`src/design/dc_feed_param_map.vh`:
```
`ifndef DC_FEED_PARAM_MAP_VH
`define DC_FEED_PARAM_MAP_VH
// Word addresses of the parameter bank
`define ADDR_OPEN_CIRCUIT     8'h00
`define ADDR_OFFHOOK_OFFSET   8'h01
`define ADDR_OFFSET_UPPER     8'h03
`define ADDR_COMMON_MODE      8'h04
`define ADDR_LOOP_VOLTAGE     8'h07
`define ADDR_BATTERY_VOLTAGE  8'h0D
`define ADDR_RING_SETTLE      8'hA9
// Reset values
`define RST_WORD              16'h0000
// Field layout of the 15-bit settings
`define SET_MSB               14
// Settling timer scaling
`define SETTLE_TICK_US        1250
`define SETTLE_DEFAULT_MS     60
`define SETTLE_DEFAULT_COUNT  16'h0030
`endif

```
`src/design/settle_tick_div.v`:
```
`timescale 1ns/1ps
`default_nettype none
// Divides the system clock to a one-cycle tick enable
module settle_tick_div #(
  parameter DIV = 12500
) (
  // Clock and reset
  input  wire        clk,
  input  wire        rst_n,
  // Tick enable out
  output reg         tick
);
  reg [15:0] cnt_reg;  // Cycle counter

  // Counter wraps at DIV-1 and fires one pulse
  always @(posedge clk or negedge rst_n) begin
    if (!rst_n) begin
      cnt_reg <= 16'h0000;
      tick    <= 1'b0;
    end else if (cnt_reg == DIV[15:0] - 16'h0001) begin
      cnt_reg <= 16'h0000;
      tick    <= 1'b1;
    end else begin
      cnt_reg <= cnt_reg + 16'h0001;
      tick    <= 1'b0;
    end
  end
endmodule // settle_tick_div
`default_nettype wire

```
`src/design/dc_feed_param_ram.v`:
```
`timescale 1ns/1ps
`default_nettype none
`include "dc_feed_param_map.vh"
////////////////////////////////////////////////////////////////////////////////
// Summary of operation
// - Leaving ringing state starts settling timer
// - Timer counts 1.25 ms per LSB
// - Zero timer word means 60 ms
// - Battery word refreshed from monitor converter
// - Loop word refreshed from each measured loop voltage sample
// - Common-mode target follows polarity lead
// - Open-circuit word is on-hook target
// - Off-hook adds offset to open-circuit target
// - Reset clears measurement and setting words
// - Offset removed above upper delta going on-hook
module dc_feed_param_ram #(
  parameter CLK_HZ = 10000000,
  parameter TICK_CYCLES = (CLK_HZ / 1000) * `SETTLE_TICK_US / 1000
) (
  // Clock and reset
  input  wire        clk,
  input  wire        rst_n,
  // Word access from the serial control port
  input  wire [7:0]  addr,
  input  wire        wr_en,
  input  wire [15:0] wr_data,
  input  wire        rd_en,
  output reg  [15:0] rd_data,
  output wire        rd_hit,
  // Line state from the feed controller
  input  wire        ringing,
  input  wire        off_hook,
  input  wire        reverse_pol,
  // Monitor converter samples
  input  wire        bat_valid,
  input  wire [15:0] bat_sample,
  input  wire        loop_valid,
  input  wire [15:0] loop_sample,
  // Feed targets out
  output reg  [15:0] ocv_target,
  output reg  [14:0] tip_cm_target,
  output reg  [14:0] ring_cm_target,
  output reg         speedup
);
  ////////////////////////////////////////////////////////////////////////////
  // Storage
  // The 15-bit settings keep no bit 15 at all, so a read
  // returns it as zero without extra masking logic.
  // Sense words are host-writable but hardware-owned.
  reg [14:0] open_circuit_voltage_reg;      // On-hook target
  reg [14:0] offhook_offset_voltage_reg;    // Off-hook offset
  reg [15:0] offset_removal_upper_delta_reg;// Removal threshold delta
  reg [14:0] common_mode_voltage_reg;       // Common-mode setting
  reg [15:0] loop_voltage_sense_reg;        // Measured loop voltage
  reg [15:0] battery_voltage_sense_reg;     // Measured battery
  reg [15:0] ringing_settle_timer_reg;      // Settling interval word
  reg [15:0] settle_cnt_reg;                // Running down-count
  reg        ringing_d_reg;                 // Ringing delayed
  reg        offset_on_reg;                 // Offset currently applied
  reg        off_hook_d_reg;                // Hook delayed
  wire       tick;                          // 1.25 ms enable
  wire [15:0] settle_load;                  // Interval in ticks

  // Reload value with zero mapped to default; zero never means
  // an instant expiry, which would defeat the settling speedup
  function [15:0] settle_len;
    input [15:0] w;
    begin
      settle_len = (w == 16'h0000) ? `SETTLE_DEFAULT_COUNT : w;
    end
  endfunction

  // Zero-extends a 15-bit setting to the word width
  function [15:0] widen_set;
    input [14:0] w;
    begin
      widen_set = {1'b0, w};
    end
  endfunction

  // Interval reloaded at every ringing exit
  assign settle_load = settle_len(ringing_settle_timer_reg);
  // Mapped-address flag, combinational so the control port
  // knows in the request cycle whether data will follow
  assign rd_hit = (addr == `ADDR_OPEN_CIRCUIT) || (addr == `ADDR_OFFHOOK_OFFSET) ||
                  (addr == `ADDR_OFFSET_UPPER) || (addr == `ADDR_COMMON_MODE) ||
                  (addr == `ADDR_LOOP_VOLTAGE) || (addr == `ADDR_BATTERY_VOLTAGE) ||
                  (addr == `ADDR_RING_SETTLE);

  // Tick divider, 1.25 ms at 10 MHz
  // It runs free from reset, so the first tick after a ringing
  // exit lands anywhere within one tick period: the interval
  // comes out short by up to one tick, never long
  settle_tick_div #(
    .DIV(TICK_CYCLES)
  ) u_div (
    .clk  (clk),
    .rst_n(rst_n),
    .tick (tick)
  );

  ////////////////////////////////////////////////////////////////////////////
  // Register writes; hardware samples win over host writes
  // Bit 15 of a 15-bit setting is dropped on write. A host
  // write to a sense word is legal but lasts only until the
  // next converter sample
  always @(posedge clk or negedge rst_n) begin
    if (!rst_n) begin
      open_circuit_voltage_reg       <= 15'h0000;
      offhook_offset_voltage_reg     <= 15'h0000;
      common_mode_voltage_reg        <= 15'h0000;
      battery_voltage_sense_reg      <= `RST_WORD;
      offset_removal_upper_delta_reg <= `RST_WORD;
      loop_voltage_sense_reg         <= `RST_WORD;
      ringing_settle_timer_reg       <= `RST_WORD;
    end else begin
      if (wr_en) begin
        case (addr)
          `ADDR_OPEN_CIRCUIT:    open_circuit_voltage_reg <= wr_data[`SET_MSB:0];
          `ADDR_OFFHOOK_OFFSET:  offhook_offset_voltage_reg <= wr_data[`SET_MSB:0];
          `ADDR_OFFSET_UPPER:    offset_removal_upper_delta_reg <= wr_data;
          `ADDR_COMMON_MODE:     common_mode_voltage_reg <= wr_data[`SET_MSB:0];
          `ADDR_LOOP_VOLTAGE:    loop_voltage_sense_reg <= wr_data;
          `ADDR_BATTERY_VOLTAGE: battery_voltage_sense_reg <= wr_data;
          `ADDR_RING_SETTLE:     ringing_settle_timer_reg <= wr_data;
          default: ;
        endcase
      end
      // Converter update overrides a same-cycle write
      if (bat_valid)
        battery_voltage_sense_reg <= bat_sample;
      if (loop_valid)
        loop_voltage_sense_reg <= loop_sample;
    end
  end

  ////////////////////////////////////////////////////////////////////////////
  // Read mux, registered; unmapped reads zero
  // Data stands until the next read request, so the port may
  // take it at any time after the answer cycle; a read costs
  // one clock of latency in exchange for a clean output
  always @(posedge clk or negedge rst_n) begin
    if (!rst_n) begin
      rd_data <= 16'h0000;
    end else if (rd_en) begin
      case (addr)
        `ADDR_OPEN_CIRCUIT:    rd_data <= widen_set(open_circuit_voltage_reg);
        `ADDR_OFFHOOK_OFFSET:  rd_data <= widen_set(offhook_offset_voltage_reg);
        `ADDR_OFFSET_UPPER:    rd_data <= offset_removal_upper_delta_reg;
        `ADDR_COMMON_MODE:     rd_data <= widen_set(common_mode_voltage_reg);
        `ADDR_LOOP_VOLTAGE:    rd_data <= loop_voltage_sense_reg;
        `ADDR_BATTERY_VOLTAGE: rd_data <= battery_voltage_sense_reg;
        `ADDR_RING_SETTLE:     rd_data <= ringing_settle_timer_reg;
        default:               rd_data <= 16'h0000;
      endcase
    end
  end

  ////////////////////////////////////////////////////////////////////////////
  // Settling timer: start on any exit from ringing
  // The exit is seen in the cycle ringing first reads low, via the delayed copy;
  // a return to ringing while the count runs does not stop it,
  // the count simply reloads at the next exit
  always @(posedge clk or negedge rst_n) begin
    if (!rst_n) begin
      ringing_d_reg  <= 1'b0;
      settle_cnt_reg <= 16'h0000;
      speedup        <= 1'b0;
    end else begin
      ringing_d_reg <= ringing;
      // Load wins over a coincident tick so the full interval runs
      if (ringing_d_reg && !ringing)
        settle_cnt_reg <= settle_load;
      else if (tick && settle_cnt_reg != 16'h0000)
        settle_cnt_reg <= settle_cnt_reg - 16'h0001;
      // Speedup held while count runs
      speedup <= (ringing_d_reg && !ringing) || (settle_cnt_reg != 16'h0000);
    end
  end

  ////////////////////////////////////////////////////////////////////////////
  // Off-hook offset apply and removal with hysteresis
  // Offset goes on at the hook edge and stays on until the line
  // rises past open-circuit plus the removal delta while on-hook;
  // the gap keeps it from chattering near the boundary
  always @(posedge clk or negedge rst_n) begin
    if (!rst_n) begin
      off_hook_d_reg <= 1'b0;
      offset_on_reg  <= 1'b0;
    end else begin
      off_hook_d_reg <= off_hook;
      if (off_hook && !off_hook_d_reg)
        offset_on_reg <= 1'b1;
      // Sum taken one bit wider so the threshold cannot wrap
      else if (!off_hook && offset_on_reg &&
               ({1'b0, loop_voltage_sense_reg} >
                {2'b00, open_circuit_voltage_reg} + {1'b0, offset_removal_upper_delta_reg}))
        offset_on_reg <= 1'b0;
    end
  end

  ////////////////////////////////////////////////////////////////////////////
  // Feed targets registered from settings
  // Registered so the analog side sees glitch-free words;
  // each target lags its settings by one clock
  always @(posedge clk or negedge rst_n) begin
    if (!rst_n) begin
      ocv_target     <= 16'h0000;
      tip_cm_target  <= 15'h0000;
      ring_cm_target <= 15'h0000;
    end else begin
      // Both parts are 15-bit, so the sum always fits the word
      ocv_target <= offset_on_reg ?
                    (widen_set(open_circuit_voltage_reg) + widen_set(offhook_offset_voltage_reg)) :
                    widen_set(open_circuit_voltage_reg);
      tip_cm_target  <= reverse_pol ? 15'h0000 : common_mode_voltage_reg;
      ring_cm_target <= reverse_pol ? common_mode_voltage_reg : 15'h0000;
    end
  end
endmodule // dc_feed_param_ram
`default_nettype wire

```
`config.mk`:
```
export PLATFORM = sky130hd
export DESIGN_NAME = dc_feed_param_ram
export DESIGN_NICKNAME = d
export VERILOG_FILES = /design/src/design/settle_tick_div.v /design/src/design/dc_feed_param_ram.v
export VERILOG_INCLUDE_DIRS = /design/src /design/src/design
export SDC_FILE = /design/constraint.sdc
export NUM_CORES = 1
export LEC_CHECK = 0
export BUFFER_PORTS_ARGS = -buffer_cell sky130_fd_sc_hd__clkbuf_2
export CAP_MARGIN = 30
export CORE_MARGIN = 2
export CORE_UTILIZATION = 35
export DETAILED_ROUTE_END_ITERATION = 8
export PLACE_DENSITY_LB_ADDON = 0.15
export SYNTH_ARGS = -nofsm -noshare
export SYNTH_HDL_FRONTEND = slang
export SYNTH_SLANG_ARGS = --single-unit
```
`constraint.sdc`:
```
create_clock -name clk -period 5.55 [get_ports clk]
set_input_delay 0.8325 -clock clk [delete_from_list [all_inputs] [get_ports clk]]
set_output_delay 0.8325 -clock clk [all_outputs]
set_load 0.02 [all_outputs]
```
==> flow_metrics.py <==
metrics = {
    "clocking": {
        "cts.sinks": 208,
        "ctsResizeCount": 0,
        "cts-root-buf": "clkbuf_16",
        "cts_buffer_depth": 3,
        "cts_made_buffers": 25,
        "clk_latency_ns": 0.53,
        "path_clk_slew_ns": 0.06,
        "h-tree-depth": 1,
        "cts_setup_buffers": 0,
        "hold_buffers": 0,
        "cts_tree": "done",
    },
    "floorplan": {
        "die_h_um": 178,
        "rows": 63,
        "dieWidth_um": 178,
        "ioPinCount": 129,
        "fp.coreArea_sq_um": 29800,
        "initial_utilization": 0.357,
        "dieArea_sq_um": 31800,
    },
    "synth": {
        "synth_top_area_cell": "dfrtp_1",
        "synth_simple_gate_area_frac": 0.117,
        "synth_top_family_by_area": "compound AO/OA/AOI/OAI gates",
        "synthTopCellsByArea": "dfrtp_1, mux2_2, ha_1",
        "synthCells": 966,
        "yosysUniqueCellTypes": 56,
        "yosys.area_share.xor_xnor": 0.0387,
        "synth_compound_area_frac": 0.140,
        "synth_edf_count": 0,
        "synth.avg_cell_area_sq_um": 11.0,
        "synthArstFlopShare": 1.00,
        "yosys_warnings": 0,
        "ys_ff_latch": 208,
        "syn_nets": 1081,
        "synthMuxAreaShare": 0.134,
        "ys.flop_type": "dfrtp_1",
        "yosysMostFrequentCell": "dfrtp_1",
        "synth_common_cells": "dfrtp_1, mux2_2, nand2_1",
        "ys_seq_area_frac": 0.489,
        "yosysTopAreaCellShare": 0.489,
        "synth_adder_area_share": 0.0602,
        "syn-cell-area_sq_um": 10600,
    },
    "cells_and_area": {
        "drive_gt1_frac": 0.257,
        "final_cell_area_sq_um": 12600,
        "multi_input_area_sq_um": 5230,
        "syn2layout_area_growth_pct": 18.5,
        "nFillCells": 2906,
        "antenna_cells": 0,
        "seqCellArea_sq_um": 5200,
        "final_nets": 1208,
    },
    "worst_setup_path": {
        "crit_path_start_kind": "flip-flop",
        "r2r_start": "open_circuit_voltage_reg[0]",
        "crit_path_end_kind": "flip-flop",
        "rr_worst_depth": 16,
        "cp_max_fo": 5,
        "r2r_setup_slack_ns": 1.65,
        "r2r-end": "offset_on_reg",
        "crit_type": "reg -> reg",
        "arrival_ns": 4.29,
        "crit_required_ns": 5.95,
    },
    "pwr": {
        "p_per_area_nw_per_um2": 305,
        "cellLeakagePower_nw": 6.05,
        "p_switching_mw": 1.02,
        "power_mw": 3.85,
        "p_int_mw": 2.83,
        "vdd_drop_max_uv": 228,
        "comb_power_share": 0.112,
        "seqPwrFrac": 0.442,
        "clkPwrFrac": 0.446,
        "p_sw_frac": 0.264,
    },
    "sta": {
        "final_max_slew_viol_count": 0,
        "worst_slew_pin_slew_ns": 0.940,
        "rsz0062_at_grt": "false",
        "hold_viol": 0,
        "finClkSkew_ns": 0.0140,
        "max_freq_mhz": 257,
        "tns_ns": 0,
        "min_period_ns": 3.90,
        "setup_viol": 0,
        "fin_crit_sh": 0.702,
        "max-slew-margin-rel": 0.373,
    },
    "detailed_routing": {
        "dr.first_iter.drc_count": 635,
        "drc": 0,
        "via_count": 7991,
        "drt_first_pass_iters": 4,
        "drt_wl_total_mm": 31.5,
        "wl_per_cell_um": 20.9,
        "ant_nets": 0,
        "avgViaCountPerCell": 5.32,
    },
    "global_routing": {
        "grt_antenna_before_repair": 0,
        "grt_pass1_wl_mm": 48.5,
        "grt_max_degree": 117,
        "grt_pass1_vias": 7995,
        "grt_use_total": 0.201,
        "gr-total-overflow": 0,
    },
    "hold_path": {
        "hold_path.class": "in -> async",
    },
    "run": {
        "cap_violations": 0,
    },
    "placed_design": {
        "port_buffers": 128,
        "gp_congestion": 0.852,
        "dpl_cell_area_sq_um": 11700,
        "post-dp-hpwl_mm": 22.8,
    },
    "outcome": {
        "outcome": "completed",
    },
}
worst max-delay path, cell delays in order, from the launching register on:
cell and delay (ns):
dfrtp_1 0.42, ha_1 0.26, fa_1 0.44, a211oi_1 0.38, o21ai_0 0.17, nand3_1 0.17
a31oi_1 0.16, a21o_1 0.20, a21oi_1 0.17, xor2_1 0.09, ha_1 0.30, nand3_1 0.09
or2_2 0.32, o22ai_1 0.17, a211oi_1 0.07, a221oi_1 0.27, a21oi_1 0.10
power groups by stage:
stage	clock (mW)	sequential [mW]	combinational [mW]
global route	1.82	1.71	0.487
floorplan	0	1.71	0.245
finish	1.72	1.70	0.433
detailed placement	0	1.73	0.434
global placement	0	1.73	0.431
CTS	1.75	1.70	0.436
area by class of cell:
class                   instances  share of cell area
clock buffers                  37              0.0580
flip-flops and latches        208               0.413
inverters                      14             0.00417
clock inverters                 9              0.0109
well taps                     390              0.0387
repair buffers                142              0.0603
multi-input cells             702               0.415
cell families after synthesis:
group	after synthesis
and+or+nand+nor	252
AOI/OAI and AO/OA	222
DFF	208
muxes	131
buffers and inverters	56
adders and majority gates	50
xor gates and xnor gates	47
routing by layer:
metal / part of all wire / up-vias / track usage
li1: - / 3821 / -
met1: 0.47 / 3895 / 0.287
met2: 0.46 / 229 / 0.320
met3: 0.046 / 46 / 0.0251
met4: 0.026 / 0 / 0.0606
met5: 0 / - / 0
worst max path at each step:
stage	startpoint	to	slack (ns)
floorplan	open_circuit_voltage_reg[0]	offset_on_reg	2.14
global route	open_circuit_voltage_reg[1]	offset_on_reg	1.41
CTS	open_circuit_voltage_reg[0]	offset_on_reg	1.74
detailed placement	open_circuit_voltage_reg[0]	offset_on_reg	1.77
global placement	open_circuit_voltage_reg[0]	offset_on_reg	1.78
finish	open_circuit_voltage_reg[0]	offset_on_reg	1.65
metrics by stage:
stage	cells	setup slack, ns	utilization	hold WS, ns
after floorplan	966	2.14	-	0.443
after global placement	1455	1.78	0.393	0.461
after detailed placement	1456	1.77	0.394	0.462
after CTS	1502	1.74	0.423	0.415
after global routing	1502	1.41	0.423	0.416
final	1502	1.65	0.423	0.383
cells in the final DEF, fill, tap and decap left out, drive strengths merged, types with 7 or more instances in the layout:
cell    count
dfrtp     208
clkbuf    164
mux2       93
nand2      82
o21ai      63
nor2       57
ha         48
mux2i      38
a21oi      33
xnor2      29
nor2b      23
xor2       18
and2       18
a31oi      15
buf        15
nand3      14
a21o       14
inv        14
nor4       14
o21a       11
a221oi     11
a22oi      11
a211oi     10
nor3        9
nand2b      8
a32oi       7
Power figures use the tool's default switching activity.
